### src/hfc_defs.svh
// Purpose: Constants for the host side of a flash secure/query controller
// Assumes: 40 MHz sys_clk, parallel NOR flash with byte/word bus
// Notes: Every address here is a word address unless named otherwise
`ifndef HFC_DEFS_SVH
`define HFC_DEFS_SVH

// Clock rate used to turn times into cycle counts
`define HFC_CLK_MHZ 40
// Write or read strobe width, least time
`define HFC_T_PULSE_NS 100
`define HFC_PULSE_CYC ((`HFC_T_PULSE_NS * `HFC_CLK_MHZ + 999) / 1000)
// Hardware reset low time, least time
`define HFC_T_RP_NS 500
`define HFC_RP_CYC ((`HFC_T_RP_NS * `HFC_CLK_MHZ + 999) / 1000)
// Extra read cycles spent in the pin synchroniser
`define HFC_SYNC_LAT 2

// Unlock pair written ahead of the secure-region sequences
`define HFC_UNLOCK1_ADR 24'h000555
`define HFC_UNLOCK2_ADR 24'h0002AA
`define HFC_UNLOCK1_DAT 16'h00AA
`define HFC_UNLOCK2_DAT 16'h0055
`define HFC_SEC_ENTER_DAT 16'h0088
`define HFC_SEC_EXIT_DAT 16'h0090
`define HFC_SEC_EXIT2_DAT 16'h0000
// Reset command, also leaves query mode
`define HFC_RESET_DAT 16'h00F0
// Query entry command and its word address
`define HFC_QRY_DAT 16'h0098
`define HFC_QRY_ADR 24'h000055
// Word-mode query reads keep only these address bits
`define HFC_QRY_WORD_MASK 25'h000007F
// Query signature location and expected words
`define HFC_SIG_ADR 24'h000010
`define HFC_SIG0 16'h0051
`define HFC_SIG1 16'h0052
`define HFC_SIG2 16'h0059

`endif

### src/hfc_pkg.sv
// Purpose: Types shared by the host flash controller modules
// Assumes: hfc_defs.svh holds the numbers
// Notes: Device addresses are 25 bits: A23..A0 plus byte-lane bit
package hfc_pkg;

  // Operations the user can request
  typedef enum logic [2:0] {
    OP_READ,
    OP_WRITE,
    OP_SEC_ENTER,
    OP_SEC_EXIT,
    OP_QRY_ENTER,
    OP_QRY_EXIT,
    OP_PROBE,
    OP_HW_RESET
  } hfc_op_t;

  // One user request
  typedef struct packed {
    hfc_op_t op;
    logic [24:0] addr;
    logic [15:0] data;
  } hfc_req_t;

  // One flash bus cycle
  typedef struct packed {
    logic isWrite;
    logic [24:0] addr;
    logic [15:0] data;
  } hfc_cyc_t;

  // Flash pins driven by the host (DQ15 doubles as A-1 in byte mode)
  typedef struct packed {
    logic [23:0] addr;
    logic [15:0] dqOut;
    logic [15:0] dqOe;
    logic ceN;
    logic oeN;
    logic weN;
  } hfc_pins_t;

endpackage : hfc_pkg
### src/hfc_bus_cycle.sv
// Purpose: Runs one asynchronous flash read or write cycle on the pins
// Assumes: dqSync is already synchronised to sys_clk
// Notes: Fixed setup, strobe and hold phases; one cycle at a time
module hfc_bus_cycle
  import hfc_pkg::*;
(
  input wire logic sys_clk,
  input wire logic rst,
  input wire logic byteMode,
  input wire logic start,
  input hfc_cyc_t cyc,
  input wire logic [15:0] dqSync,
  output hfc_pins_t pins,
  output logic [15:0] rdata,
  output logic done
);
`include "hfc_defs.svh"

  typedef enum logic [1:0] {C_IDLE, C_SETUP, C_PULSE, C_HOLD} hfc_cst_t;

  // Whole state of the cycle engine
  typedef struct packed {
    hfc_cst_t st;
    logic [3:0] cnt;
    logic isWrite;
    hfc_pins_t pins;
    logic [15:0] rdata;
    logic done;
  } hfc_cstate_t;

  hfc_cstate_t s_reg;
  hfc_cstate_t s_next;

  // Pins idle: deselected, strobes high, bus released
  function automatic hfc_pins_t idlePins();
    hfc_pins_t p;
    p = '0;
    p.ceN = 1'b1;
    p.oeN = 1'b1;
    p.weN = 1'b1;
    return p;
  endfunction : idlePins

  // Next-state logic
  always_comb begin
    s_next = s_reg;
    s_next.done = 1'b0;
    case (s_reg.st)
      C_IDLE: begin
        if (start) begin
          // Address and chip select settle before the strobe
          s_next.st = C_SETUP;
          s_next.isWrite = cyc.isWrite;
          s_next.pins = idlePins();
          s_next.pins.ceN = 1'b0;
          if (byteMode) begin
            // Byte lane bit rides on DQ15
            s_next.pins.addr = cyc.addr[24:1];
            s_next.pins.dqOut = {cyc.addr[0], 7'h00, cyc.data[7:0]};
            s_next.pins.dqOe = cyc.isWrite ? 16'h80FF : 16'h8000;
          end else begin
            s_next.pins.addr = cyc.addr[23:0];
            s_next.pins.dqOut = cyc.data;
            s_next.pins.dqOe = cyc.isWrite ? 16'hFFFF : 16'h0000;
          end
        end
      end
      C_SETUP: begin
        // Reads wait out the synchroniser on top of access time
        s_next.st = C_PULSE;
        s_next.cnt = s_reg.isWrite ? 4'(`HFC_PULSE_CYC - 1) :
          4'(`HFC_PULSE_CYC + `HFC_SYNC_LAT - 1);
        s_next.pins.weN = ~s_reg.isWrite;
        s_next.pins.oeN = s_reg.isWrite;
      end
      C_PULSE: begin
        if (s_reg.cnt == 4'h0) begin
          // Rising strobe latches the write; read data captured here
          s_next.st = C_HOLD;
          s_next.pins.weN = 1'b1;
          s_next.pins.oeN = 1'b1;
          if (!s_reg.isWrite) begin
            s_next.rdata = byteMode ? {8'h00, dqSync[7:0]} : dqSync;
          end
        end else begin
          s_next.cnt = s_reg.cnt - 4'h1;
        end
      end
      default: begin
        // Hold: release bus and deselect
        s_next.st = C_IDLE;
        s_next.pins = idlePins();
        s_next.done = 1'b1;
      end
    endcase
  end

  // State register
  always_ff @(posedge sys_clk or posedge rst) begin
    if (rst) begin
      s_reg <= '{st: C_IDLE, cnt: 4'h0, isWrite: 1'b0,
        pins: '{addr: 24'h000000, dqOut: 16'h0000, dqOe: 16'h0000,
        ceN: 1'b1, oeN: 1'b1, weN: 1'b1}, rdata: 16'h0000, done: 1'b0};
    end else begin
      s_reg <= s_next;
    end
  end

  assign pins = s_reg.pins;
  assign rdata = s_reg.rdata;
  assign done = s_reg.done;

endmodule : hfc_bus_cycle

### src/hfc_host.sv
// Purpose: Host controller that steers a flash into secure/query modes
// Assumes: One request at a time; flash data pins arrive unsynchronised
// Notes: Tracks the device mode it has commanded; does not hold the table
// Functional notes
// - Secure entry is three write cycles
// - Query entry writes 98h to 55h/AAh
// - Word-mode query reads zero A7 and up
// - Reset command leaves query, restores prior mode
module hfc_host
  import hfc_pkg::*;
(
  input wire logic sys_clk,
  input wire logic rst,
  input wire logic byteMode,
  input wire logic reqValid,
  output logic reqReady,
  input hfc_req_t req,
  output logic rspValid,
  output logic [15:0] rspData,
  output logic rspErr,
  output logic rspMatch,
  output logic secureActive,
  output logic queryActive,
  output hfc_pins_t pins,
  output logic flashResetN,
  input wire logic [15:0] dqIn
);
`include "hfc_defs.svh"

  typedef enum logic [1:0] {S_IDLE, S_RUN, S_WAIT, S_RST} hfc_st_t;

  // Whole state of the sequencer
  typedef struct packed {
    hfc_st_t st;
    hfc_req_t cur;
    logic [1:0] idx;
    logic [4:0] cnt;
    logic secure;
    logic query;
    logic match;
    logic rspValid;
    logic [15:0] rspData;
    logic rspErr;
    logic resetN;
    logic [15:0] dqMeta;
    logic [15:0] dqSync;
  } hfc_state_t;

  hfc_state_t s_reg;
  hfc_state_t s_next;
  logic cycStart;
  hfc_cyc_t cyc;
  logic [15:0] cycRdata;
  logic cycDone;

  // Word address to device address; byte mode doubles it
  function automatic logic [24:0] devAddr(logic [23:0] w, logic bm);
    return bm ? {w, 1'b0} : {1'b0, w};
  endfunction : devAddr

  // Index of the final bus cycle of each operation
  function automatic logic [1:0] lastIdx(hfc_op_t op);
    case (op)
      OP_SEC_ENTER: return 2'd2;
      OP_SEC_EXIT: return 2'd3;
      OP_PROBE: return 2'd2;
      default: return 2'd0;
    endcase
  endfunction : lastIdx

  // Expected signature word for probe step i
  function automatic logic [15:0] sigWord(logic [1:0] i);
    case (i)
      2'd0: return `HFC_SIG0;
      2'd1: return `HFC_SIG1;
      default: return `HFC_SIG2;
    endcase
  endfunction : sigWord

  // Bus cycle for step i of the current operation
  function automatic hfc_cyc_t stepCycle(hfc_req_t r, logic [1:0] i,
      logic bm, logic qry);
    hfc_cyc_t c;
    c = '{isWrite: 1'b1, addr: devAddr(`HFC_UNLOCK1_ADR, bm),
      data: `HFC_UNLOCK1_DAT};
    case (r.op)
      OP_SEC_ENTER, OP_SEC_EXIT: begin
        // Unlock pair, command, and for exit a trailing cycle
        if (i == 2'd1) begin
          c.addr = devAddr(`HFC_UNLOCK2_ADR, bm);
          c.data = `HFC_UNLOCK2_DAT;
        end else if (i == 2'd2) begin
          c.data = (r.op == OP_SEC_ENTER) ? `HFC_SEC_ENTER_DAT :
            `HFC_SEC_EXIT_DAT;
        end else if (i == 2'd3) begin
          c.addr = 25'h0000000;
          c.data = `HFC_SEC_EXIT2_DAT;
        end
      end
      OP_QRY_ENTER: begin
        c.addr = devAddr(`HFC_QRY_ADR, bm);
        c.data = `HFC_QRY_DAT;
      end
      OP_QRY_EXIT: begin
        c.addr = 25'h0000000;
        c.data = `HFC_RESET_DAT;
      end
      OP_PROBE: begin
        c.isWrite = 1'b0;
        c.addr = devAddr(`HFC_SIG_ADR + 24'(i), bm);
      end
      OP_WRITE: begin
        c.addr = r.addr;
        c.data = r.data;
      end
      default: begin
        // Plain read; query reads in word mode clear A7 and up
        c.isWrite = 1'b0;
        c.addr = (qry && !bm) ? (r.addr & `HFC_QRY_WORD_MASK) : r.addr;
      end
    endcase
    return c;
  endfunction : stepCycle

  // Sequencer next state
  always_comb begin
    s_next = s_reg;
    s_next.rspValid = 1'b0;
    s_next.dqMeta = dqIn;
    s_next.dqSync = s_reg.dqMeta;
    case (s_reg.st)
      S_IDLE: begin
        if (reqValid) begin
          s_next.cur = req;
          s_next.idx = 2'd0;
          s_next.match = 1'b1;
          if (req.op == OP_HW_RESET) begin
            s_next.st = S_RST;
            s_next.cnt = 5'(`HFC_RP_CYC - 1);
            s_next.resetN = 1'b0;
          end else if ((req.op == OP_QRY_ENTER && s_reg.query) ||
              (req.op == OP_SEC_ENTER && (s_reg.secure || s_reg.query)) ||
              (req.op == OP_SEC_EXIT && (!s_reg.secure || s_reg.query)) ||
              (req.op == OP_QRY_EXIT && !s_reg.query)) begin
            // Refused: would not match the commanded device mode
            s_next.rspValid = 1'b1;
            s_next.rspErr = 1'b1;
          end else begin
            s_next.st = S_RUN;
          end
        end
      end
      S_RUN: begin
        // One cycle to launch the bus cycle
        s_next.st = S_WAIT;
      end
      S_WAIT: begin
        if (cycDone) begin
          if (s_reg.cur.op == OP_PROBE &&
              cycRdata != sigWord(s_reg.idx)) begin
            s_next.match = 1'b0;
          end
          if (s_reg.idx == lastIdx(s_reg.cur.op)) begin
            s_next.st = S_IDLE;
            s_next.rspValid = 1'b1;
            s_next.rspErr = 1'b0;
            s_next.rspData = cycRdata;
            case (s_reg.cur.op)
              OP_SEC_ENTER: s_next.secure = 1'b1;
              OP_SEC_EXIT: s_next.secure = 1'b0;
              OP_QRY_ENTER: s_next.query = 1'b1;
              OP_QRY_EXIT: s_next.query = 1'b0;
              default: s_next.query = s_reg.query;
            endcase
          end else begin
            s_next.idx = s_reg.idx + 2'd1;
            s_next.st = S_RUN;
          end
        end
      end
      default: begin
        // Hardware reset pulse returns the flash to array reads
        s_next.secure = 1'b0;
        s_next.query = 1'b0;
        if (s_reg.cnt == 5'h00) begin
          s_next.st = S_IDLE;
          s_next.resetN = 1'b1;
          s_next.rspValid = 1'b1;
          s_next.rspErr = 1'b0;
        end else begin
          s_next.cnt = s_reg.cnt - 5'h01;
        end
      end
    endcase
  end

  // State register
  always_ff @(posedge sys_clk or posedge rst) begin
    if (rst) begin
      s_reg <= '{st: S_IDLE, cur: '{op: OP_READ, addr: 25'h0000000,
        data: 16'h0000}, idx: 2'd0, cnt: 5'h00, secure: 1'b0,
        query: 1'b0, match: 1'b0, rspValid: 1'b0, rspData: 16'h0000,
        rspErr: 1'b0, resetN: 1'b1, dqMeta: 16'h0000, dqSync: 16'h0000};
    end else begin
      s_reg <= s_next;
    end
  end

  assign cycStart = (s_reg.st == S_RUN);
  assign cyc = stepCycle(s_reg.cur, s_reg.idx, byteMode, s_reg.query);

  // One flash bus cycle at a time
  hfc_bus_cycle hfc_bus_cycle_i (
    .sys_clk(sys_clk),
    .rst(rst),
    .byteMode(byteMode),
    .start(cycStart),
    .cyc(cyc),
    .dqSync(s_reg.dqSync),
    .pins(pins),
    .rdata(cycRdata),
    .done(cycDone)
  );

  assign reqReady = (s_reg.st == S_IDLE);
  assign rspValid = s_reg.rspValid;
  assign rspData = s_reg.rspData;
  assign rspErr = s_reg.rspErr;
  assign rspMatch = s_reg.match;
  assign secureActive = s_reg.secure;
  assign queryActive = s_reg.query;
  assign flashResetN = s_reg.resetN;

  // Secure access only after the third write cycle
  property p_sec_enter;
    @(posedge sys_clk) disable iff (rst)
      $rose(s_reg.secure) |-> $past(s_reg.idx) == 2'd2 &&
        $past(s_reg.cur.op) == OP_SEC_ENTER;
  endproperty
  a_sec_enter: assert property (p_sec_enter)
    else $error("secure entry without three cycles");

  // Secure access ends only by four-cycle exit or hardware reset
  property p_sec_exit;
    @(posedge sys_clk) disable iff (rst)
      $fell(s_reg.secure) |-> ($past(s_reg.idx) == 2'd3 &&
        $past(s_reg.cur.op) == OP_SEC_EXIT) || $past(s_reg.st) == S_RST;
  endproperty
  a_sec_exit: assert property (p_sec_exit)
    else $error("secure access left without exit sequence");

  // Query entry cycle carries the query command at its address
  property p_qry_cmd;
    @(posedge sys_clk) disable iff (rst)
      cycStart && s_reg.cur.op == OP_QRY_ENTER |=> ##1
        pins.dqOut[7:0] == 8'(`HFC_QRY_DAT) &&
        pins.addr == `HFC_QRY_ADR && !pins.ceN;
  endproperty
  a_qry_cmd: assert property (p_qry_cmd)
    else $error("query entry cycle wrong");

  // Word-mode query reads put zero on A7 and above
  property p_qry_addr;
    @(posedge sys_clk) disable iff (rst)
      cycStart && !cyc.isWrite && s_reg.query && !byteMode |=>
        ##1 pins.addr[23:7] == 17'h00000;
  endproperty
  a_qry_addr: assert property (p_qry_addr)
    else $error("query read address above A6 not zero");

  // Leaving query keeps the secure state unchanged
  property p_qry_exit;
    @(posedge sys_clk) disable iff (rst)
      $fell(s_reg.query) && $past(s_reg.st) != S_RST |->
        s_reg.secure == $past(s_reg.secure);
  endproperty
  a_qry_exit: assert property (p_qry_exit)
    else $error("query exit disturbed prior mode");

  // Reset pin held low, then secure access gone
  property p_hw_reset;
    @(posedge sys_clk) disable iff (rst)
      $fell(s_reg.resetN) |-> !s_reg.resetN [*8] ##1 !s_reg.secure;
  endproperty
  a_hw_reset: assert property (p_hw_reset)
    else $error("hardware reset too short or secure kept");

  c_secure: cover property (@(posedge sys_clk) disable iff (rst)
    $rose(s_reg.secure));
  c_query: cover property (@(posedge sys_clk) disable iff (rst)
    $rose(s_reg.query));
  c_probe: cover property (@(posedge sys_clk) disable iff (rst)
    s_reg.rspValid && s_reg.cur.op == OP_PROBE && s_reg.match);

endmodule : hfc_host

### config.mk
export PLATFORM = sky130hd
export DESIGN_NAME = hfc_host
export DESIGN_NICKNAME = d
export VERILOG_FILES = /design/src/hfc_pkg.sv /design/src/hfc_bus_cycle.sv /design/src/hfc_host.sv
export VERILOG_INCLUDE_DIRS = /design/src
export SDC_FILE = /design/constraint.sdc
export NUM_CORES = 1
export LEC_CHECK = 0
export CORE_MARGIN = 2
export CORE_UTILIZATION = 25
export DETAILED_ROUTE_END_ITERATION = 10
export DONT_BUFFER_PORTS = 1
export SYNTH_ARGS = -nofsm -noshare
export SYNTH_HDL_FRONTEND = slang
export SYNTH_HIERARCHICAL = 1
export SYNTH_SLANG_ARGS = --single-unit
### constraint.sdc
create_clock -name sys_clk -period 4.1 [get_ports sys_clk]
set_input_delay 0.41 -clock sys_clk [delete_from_list [all_inputs] [get_ports sys_clk]]
set_output_delay 0.41 -clock sys_clk [all_outputs]
set_load 0.005 [all_outputs]
# After elaboration in Yosys (flattened, before gate mapping)
# Index checks and enable logic that the tools add are counted.
word_totals:
  regBits: 190
  latchBits: 0
  mem_bits_rw: 0
  romBits: 0
  in_bits: 64
  output_inout_bits: 82
  elab_cells: 184
  mem_count: 0
classes:
  addsub: 4
  mul: 0
  n_div: 0
  order_cmp: 0
  n_eq_ne: 35
  n_shift: 0
  muxes: 68
  bitwise: 5
  reduce_logical: 46
op_table:
  columns: ["op", "count"]
  rows:
  - ["$pmux W25 S5", 1]
  - ["$pmux W57 S2", 1]
  - ["$mux W16", 6]
  - ["$pmux W16 S4", 1]
  - ["$mux W59", 1]
  - ["$mux W56", 1]
  - ["$mux W53", 1]
  - ["$mux W41", 1]
  - ["$mux W18", 2]
  - ["$mux W2", 14]
  - ["$mux W28", 1]
  - ["$reduce_and A4 Y1", 7]
  - ["$mux W25", 1]
  - ["$mux W12", 2]
  - ["$mux W21", 1]
  - ["$eq A3 B3 Y1 const B", 6]
  - ["$pmux W2 S3", 3]
  - ["$mux W8", 2]
  - ["$ne A16 B16 Y1", 1]
  - ["$ne A2 B2 Y1 const B", 8]
  - ["$pmux W4 S2", 2]
  - ["$mux W5", 3]
  - ["$eq A3 B2 Y1 const B", 4]
  - ["$pmux W2 S2", 3]
  - ["other kinds (34)", 85]

# Logic depth before layout (Yosys ltp)
# Gate-level depths: netlist of run 1.
depth:
  depth_word: 9
  depth_mapped: 9
  depth_no_buf: 9

# Cells and area by module
# The synthesis of run 1 kept the hierarchy.
by_module_without_submodules:
  columns: ["module", "instances", "cells_per_inst", "area_each_um2"]
  rows:
  - ["hfc_host", 1, 418, 4959.8]
  - ["hfc_bus_cycle", 1, 324, 3737.3]

# Worst setup path after synthesis of run 1
# No wires, ideal clock.
synth_path:
  path_kind: "register to register"
  from: "register s_reg[105] (netlist name)"
  to: "register s_reg[61] (netlist name)"
  setup_ps: 125
  arrival_time_ps: 1912
  slack_ps: 2063
  path_stages_with_launch: 7
  path_buffers: 2
  synth_period_minus_slack_ps: 2037
  cell_sequence: "dfrtp_1 > inv_1 > ha_1 > and2_1 > clkbuf_1 > clkbuf_1 > mux2_2"
synth_via:
  elab_chain_len: 2
synth_lines:
  columns: ["element", "line_no", "rtl"]
  rows:
  - ["from (decl)", "hfc_host.sv:49", "hfc_state_t s_reg;"]
  - ["from (signal assigned)", "hfc_host.sv:200", "s_reg <= '{st: S_IDLE, cur: '{op: OP_READ, addr: 25'h0000000,"]
  - ["from (signal assigned)", "hfc_host.sv:205", "s_reg <= s_next;"]
  - ["$logic_not A2 Y1", null, null]
  - ["net reqReady", "hfc_host.sv:16", "output logic reqReady,"]
  - ["$reduce_and A2 Y1 (no source line)", null, null]
# The timed path passes the listed nets, and every way through them passes these cells.
# A chain may end at the register's enable or synchronous reset.

# Final worst setup path of run 1
layout_path:
  from: "register s_reg[102] (netlist name)"
  to: "register s_reg, in the netlist rspData[13]"
layout_via:
  elab_chain_len: 7
  word_cells_on_any_way: 9
  cone_classes: "4 x eq/ne; 3 x mux; 2 x reduce/logical"
layout_lines:
  columns: ["element", "line_no", "rtl"]
  rows:
  - ["$eq A3 B3 Y1 or $eq A3 B2 Y1 (tied branches)", "hfc_host.sv:63", "case (op)"]
  - ["$reduce_or A2 Y1 (no source line)", null, null]
  - ["$pmux W2 S2 *", "hfc_host.sv:63", null]
  - ["$mux W2 *", "hfc_host.sv:158", "if (cycDone) begin"]
  - ["$mux W2 *", "hfc_host.sv:131", "case (s_reg.st)"]
  - ["$eq A2 B2 Y1 *", "hfc_host.sv:163", "if (s_reg.idx == lastIdx(s_reg.cur.op)) begin"]
  - ["$reduce_and A3 Y1 (no source line) *", null, null]
# Every way passes the cells marked *; elsewhere a longest branch is shown, timed or not. The select of a mux whose other input is x is not followed.

==> results of run 1 <==
==> per-stage QoR <==
stage | setup slack, ns | hold WS (ns)
floorplan | 0.874 | 0.331
global placement | 1.39 | 0.333
detailed placement | 1.34 | 0.335
CTS | 1.32 | 0.0921
global route | 1.11 | 0.0963
finish | 1.31 | 0.114
==> worst min path at each step <==
stage	to
2_1_floorplan	s_reg[0]$_DFF_PP0_
3_3_place_gp	s_reg[15]$_DFF_PP0_
3_5_place_dp	s_reg[2]$_DFF_PP0_
4_1_cts	s_reg[104]$_DFFE_PP0P_
5_1_grt	s_reg[91]$_DFFE_PP0P_
6_report	s_reg[104]$_DFFE_PP0P_
==> per-layer routing <==
metal	routed length, um	vias up	global-route usage [%]
met2	9920	160	18.7
met4	261	0	2.77
li1	-	2363	-
met5	0	-	0
met3	1820	16	5.21
met1	9160	2604	15.3
==> synth_stat cells (6+ instances only) <==
master | number | share of area [%]
a21oi_1 | 14 | 0.81
buf_2 | 11 | 0.63
o21ai_1 | 6 | 0.35
inv_1 | 24 | 1.0
nand2_1 | 38 | 1.6
a21o_1 | 8 | 0.69
and3_1 | 9 | 0.65
clkbuf_1 | 16 | 0.69
mux2_2 | 69 | 8.9
nand3_1 | 6 | 0.35
dfrtp_1 | 173 | 50
mux2_4 | 8 | 1.4
ha_1 | 20 | 2.9
mux2i_1 | 29 | 3.3
nor2_1 | 21 | 0.91
buf_4 | 92 | 7.9
o21ai_0 | 41 | 2.4
nor3_1 | 14 | 0.81
a22o_1 | 10 | 1.0
a221o_1 | 6 | 0.69
nor2b_1 | 13 | 0.94
and2_1 | 14 | 1.0
o2bb2ai_1 | 26 | 2.6
==> power breakdown <==
part           switching [mW]  internal, mW
combinational            1.32          1.05
clock                   0.719         0.886
sequential              0.561          2.30
==> final cells by class <==
class                   count  area (um2)
fillers                  3596       25200
flip-flops and latches    177        4430
multi-input cells         413        3280
well taps                 455         569
clock buffers              20         467
repair buffers             23         215
clock inverters            11         105
inverters                  24        93.8
diodes                      3        7.51
==> what timing repair did <==
action                                  CTS  global route
endpoints found under the setup margin    0             0
hold endpoints to repair                 48             0
resized for setup                         0             0
hold buffers                             17             0
==> critical path, delay by kind of cell, from the launching register on <==
kind	cells	cell delay (ns)
and+or+nand+nor	1	0.36
muxes	1	0.41
AOI/OAI and AO/OA	2	1.10
DFF	1	0.77
==> cells by family after synthesis <==
kind of cell    share of synthesized area (%)
fa+ha+maj                                2.88
mux                                      13.7
buf+inv                                  11.4
xor+xnor                                0.604
simple gates                             8.82
compound gates                           11.7
flops                                    51.0
==> metrics.md, run 1 <==
| Metric | Value |
|---|---|
| Overall routing resource usage | 12.0% |
| CP max-delay cell | a211o_1 |
| Area after DPL | 8420 um2 |
| FF+latch count, synth | roughly 180 |
| CTS Buffer Depth | 2 |
| Post-synth EDFFs | 0 |
| RR Startpoint | s_reg[102]$_DFFE_PP0P_ |
| Unique masters post-synth | 68 |
| Fin util | between 20% and 30% |
| Critical path endpoint | rspData[13]$_DFFE_PP0P_ |
| Die Y | between 150 and 200 um |
| Peak supply drop | 0.000352 V |
| CP max stage delay | around 0.8 ns |
| Largest net degree at the start of global routing | 56 |
| Layout area overhead | 5.41% |
| Post-synthesis cell area | 8700 um2 |
| Port bufs | 0 |
| Placed cell count | 1075 |
| Vias | 5143 |
| Outcome | completed |
| Yosys Warn Count | 6 |
| Share of flip-flops with an asynchronous set or reset | 100% |
| MaxCap Viol Count | 0 |
| IO Count | 146 |
| Cells after synthesis | ~740 |
| Syn Area/Cell | 11.7 um2 |
| RSZ-0062 raised after global routing | false |
| Fin crit share | about two thirds |
| Detail Route Antenna Nets | 0 |
| Share of cells above drive strength 1 | 20.2% |
| Via density | 4.57 |
| Worst path arrival time | slightly above 3 ns |
| Grt ovf | 0 |
| Most used DFF post-synth | dfrtp_1 |
| Pins over their slew limit | 0 |
| Reg2Reg Setup Slack | 1.31 ns |
| Worst Tran Pin Value | 1.09 ns |
| DIE AREA | around 36000 um2 |
| Num CTS Buffers | 17 |
| Worst reg-to-reg path cell count | 4 |
| Worst R2R End | rspData[13]$_DFFE_PP0P_ |
| Post-Syn Nets | 826 |
| Hold Vio Cnt, Final | 0 |
| Crit path cell chain | and3b_1, o211ai_1, a211o_1, mux2_2 |
| Post-CTS Setup Repair Bufs | 0 |
| Crit start category | register |
| Hold depth | 2 |
| First-pass GRT wire length | approximately 33000 um |
| Final Wtd Congestion | 0.822 |
| Worst Setup End Kind | register |
| DR pass1 iterations | 5 |
| Residual DRC count | 0 |
| Initial Util | 25.3% |
| WS Path Type | register to register |
| Initial antenna violation count | 3 |
| PwrDens | approximately 750 nW/um2 |
| Most common cell after layout, fill and taps aside | dfrtp_1 |
| Vias in the first global route | 5184 |
| Max transition margin | 27.0% |
| Fin area | slightly above 9000 um2 |
| WL final | 21200 um |
| P_leak | approximately 4.0 nW |
| Fraction of the yosys area taken by sequential cells | 51.0% |
| Max reg flops | 69 |
| Htree depth | 4 |
| Core area | 34400 um2 |
| Sink Count | 177 |
| Worst endpoint required time | 4.41 ns |
| Die X-Extent | 191 um |
| Final Net Count | 740 |
| Root Buffer | clkbuf_16 |
| Reg clk slew, reported paths | 0.07 ns |
| CTS tree | done |
| Non-Filler Instances | 1126 |
| Max frequency | 359 MHz |
| Row Count | 68 |
| Crit path time final | 2.79 ns |
| Routed len/inst | 18.8 um |
| Final TNS setup | 0 ns |
| Clock latency on the worst-skew pair | 0.43 ns |
| Final setup vio count | 0 |
| CP max FO | 30 |
| Crit path launch | s_reg[102]$_DFFE_PP0P_ |
| Drt first-iter violations | 344 |
| Post-Route Skew | around 0.011 ns |
| Tot Pwr | 6.83 mW |
| Worst hold-check path type | primary input to register |
| Commonest non-fill, non-tap cells in the layout | 173 x dfrtp_1, 69 x mux2_2, 41 x o21ai_0, 38 x nand2_1, 29 x mux2i_1 |
| Post-detail-place hpwl | 14900 um |
| Worst Hold Launch | req[43] |
Power figures use the tool's default switching activity.
==> run 2: changes to the inputs <==
==> constraint.sdc (replaced) <==
create_clock -name sys_clk -period 2.9 [get_ports sys_clk]
set_input_delay 0.29 -clock sys_clk [delete_from_list [all_inputs] [get_ports sys_clk]]
set_output_delay 0.29 -clock sys_clk [all_outputs]
set_load 0.005 [all_outputs]
==> run 2 against run 1 <==
First-iteration DRC count increased by 28%. Non-clock buffer count increased by 51. Highest routed layer unchanged. Combinational power increased by 53%. Sequential cell count unchanged. Critical path type unchanged. Routed wire length increased by 1.0%. Sequential share of layout area decreased by 2.6 points.
==> metrics.md, run 2 (synthesis results as in run 1) <==
| Metric | Value |
|---|---|
| RR Startpoint | s_reg[60]$_DFFE_PP0P_ |
| CP max-delay cell | o21ai_0 |
| Max reg flops | 69 |
| CTS Buffer Depth | 2 |
| Sink Count | 177 |
| Routed len/inst | 18.2 um |
| Worst Slack Setup Final | 0.292 ns |
| Grt ovf | 0 |
| Post-Route Skew | 0.0160 ns |
| Pins over their slew limit | 0 |
| Detail Route Antenna Nets | 0 |
| Share of cells above drive strength 1 | 20.1% |
| Overall routing resource usage | 12.1% |
| GR Layer Usage met2 | 19.6% |
| Num CTS Buffers | 17 |
| Reg2Reg Setup Slack | 0.29 ns |
| Hold Vio Cnt, Final | 0 |
| Dpl ws | 0.144 ns |
| Worst Tran Pin Value | between 1 and 1.5 ns |
| Residual DRC count | 0 |
| First-pass GRT wire length | 33300 um |
| CP max FO | 11 |
| Most common cell after layout, fill and taps aside | dfrtp_1 |
| Outcome | completed |
| DR pass1 iterations | 4 |
| Post-detail-place hpwl | approximately 15000 um |
| Final Wtd Congestion | 0.817 |
| Filler Cell Count | 3536 |
| Row Count | 68 |
| Via density | 4.52 |
| PwrDens | a little over 1000 nW/um2 |
| Crit path cell chain | inv_1, ha_1, nand2_1, o21ai_0, a221o_1, mux2i_1, o2bb2ai_1 |
| Final setup vio count | 0 |
| Critical path endpoint | hfc_bus_cycle_i/pins[39]$_DFFE_PP0P_ |
| Busiest grt layer | met2 |
| DIE AREA | about 36000 um2 |
| Worst hold-check path type | primary input to register |
| Core area | 34400 um2 |
| Final Net Count | 791 |
| CP max stage delay | 0.58 ns |
| Worst path arrival time | approximately 3.0 ns |
| Clock latency on the worst-skew pair | 0.44 ns |
| Initial antenna violation count | 1 |
| Max frequency | 383 MHz |
| WS Path Type | register to register |
| Crit path time final | between 2 and 3 ns |
| Vias | 5320 |
| Worst reg-to-reg path cell count | 7 |
| WL final | 21400 um |
| Root Buffer | clkbuf_16 |
| Port bufs | 0 |
| Reg clk slew, reported paths | ~0.08 ns |
| Die X-Extent | 191 um |
| Worst Setup End Kind | register |
| CTS tree | done |
| MaxCap Viol Count | 0 |
| Drt first-iter violations | 442 |
| Worst R2R End | hfc_bus_cycle_i/pins[39]$_DFFE_PP0P_ |
| GR Util met3 | 3.53% |
| Grt met1 use | between 15 and 20% |
| Post-CTS Setup Repair Bufs | 0 |
| Crit path launch | s_reg[60]$_DFFE_PP0P_ |
| Htree depth | 4 |
| Vias in the first global route | 5512 |
| Die Y | 191 um |
| RSZ-0062 raised after global routing | false |
| Worst endpoint required time | 3.24 ns |
| Peak supply drop | 0.000511 V |
| Fin crit share | 89.9% |
| Final TNS setup | 0 ns |
| Initial Util | between 20% and 30% |
| Layout area overhead | 11.4% |
| P_leak | 4.23 nW |
| Largest net degree at the start of global routing | 56 |
| Commonest non-fill, non-tap cells in the layout | 173 x dfrtp_1, 69 x mux2_2, 59 x dlygate4sd3_1, 41 x o21ai_0, 38 x nand2_1 |
| IO Count | about 150 |
| Crit start category | register |
| Max transition margin | 24.0% |
==> run 2: critical path, delay by kind of cell (launching register included) <==
| family | cells | cell delay, ns |
|---|---|---|
| flip-flops | 1 | 0.54 |
| AO/OA/AOI/OAI | 3 | 0.96 |
| AND/OR/NAND/NOR | 1 | 0.34 |
| buffers and inverters | 1 | 0.19 |
| multiplexers | 1 | 0.08 |
| adder cells (fa/ha/maj) | 1 | 0.39 |
==> run 2: how the worst min path moves through the flow <==
stage | from | end | slack, ns | cells after the start
5_1_grt | req[43] | s_reg[104]$_DFFE_PP0P_ | 0.04 | 2
4_1_cts | req[43] | s_reg[104]$_DFFE_PP0P_ | 0.02 | 2
3_3_place_gp | rst | s_next[2]$_DFF_PP0_ | 0.25 | 1
6_report | req[43] | s_reg[104]$_DFFE_PP0P_ | 0.05 | 2
3_5_place_dp | rst | s_next[2]$_DFF_PP0_ | 0.26 | 1
2_1_floorplan | dqIn[0] | s_next[0]$_DFF_PP0_ | 0.32 | 0
==> run 2: area by class of cell <==
type,count,area (um2),share of cell area (%)
antenna,1,2.50,0.0258
multi-input combinational,413,3280,33.9
inverter,24,95.1,0.982
tap,455,569,5.88
sequential,177,4430,45.8
clock inverter,14,145,1.50
timing repair buffer,74,728,7.52
clock buffer,18,429,4.43
==> run 2: report_power, final <==
part,total (mW),leakage (nW),switching [mW],internal [mW]
Clock,2.26,0.274,1.12,1.15
Sequential,3.96,2.23,0.711,3.25
Combinational,3.63,1.72,1.99,1.65
Total,9.85,4.23,3.82,6.04
==> run 2: what timing repair did <==
item	in CTS	in global routing
endpoints found under the setup margin	0	6
gates resized for setup	0	1
endpoints found under the hold margin	116	0
hold buffers	59	0
==> run 2: routing by layer <==
metal	part of all wire, %	vias up
met5	0	-
met2	48	160
li1	-	2463
met4	1.4	0
met3	6.9	17
met1	44	2680
==> run 2: through the flow <==
step	instances	utilization, %	hold slack, ns	total power [mW]	cell area [um2]
3_5_place_dp	1084	24.8	0.261	7.58	8510
5_1_grt	1175	28.2	0.0382	10.6	9680
2_1_floorplan	742	-	0.321	7.05	8700
6_report	1176	28.2	0.0472	9.85	9680
4_1_cts	1175	28.2	0.0242	9.98	9680
3_3_place_gp	1084	24.8	0.249	7.50	8510
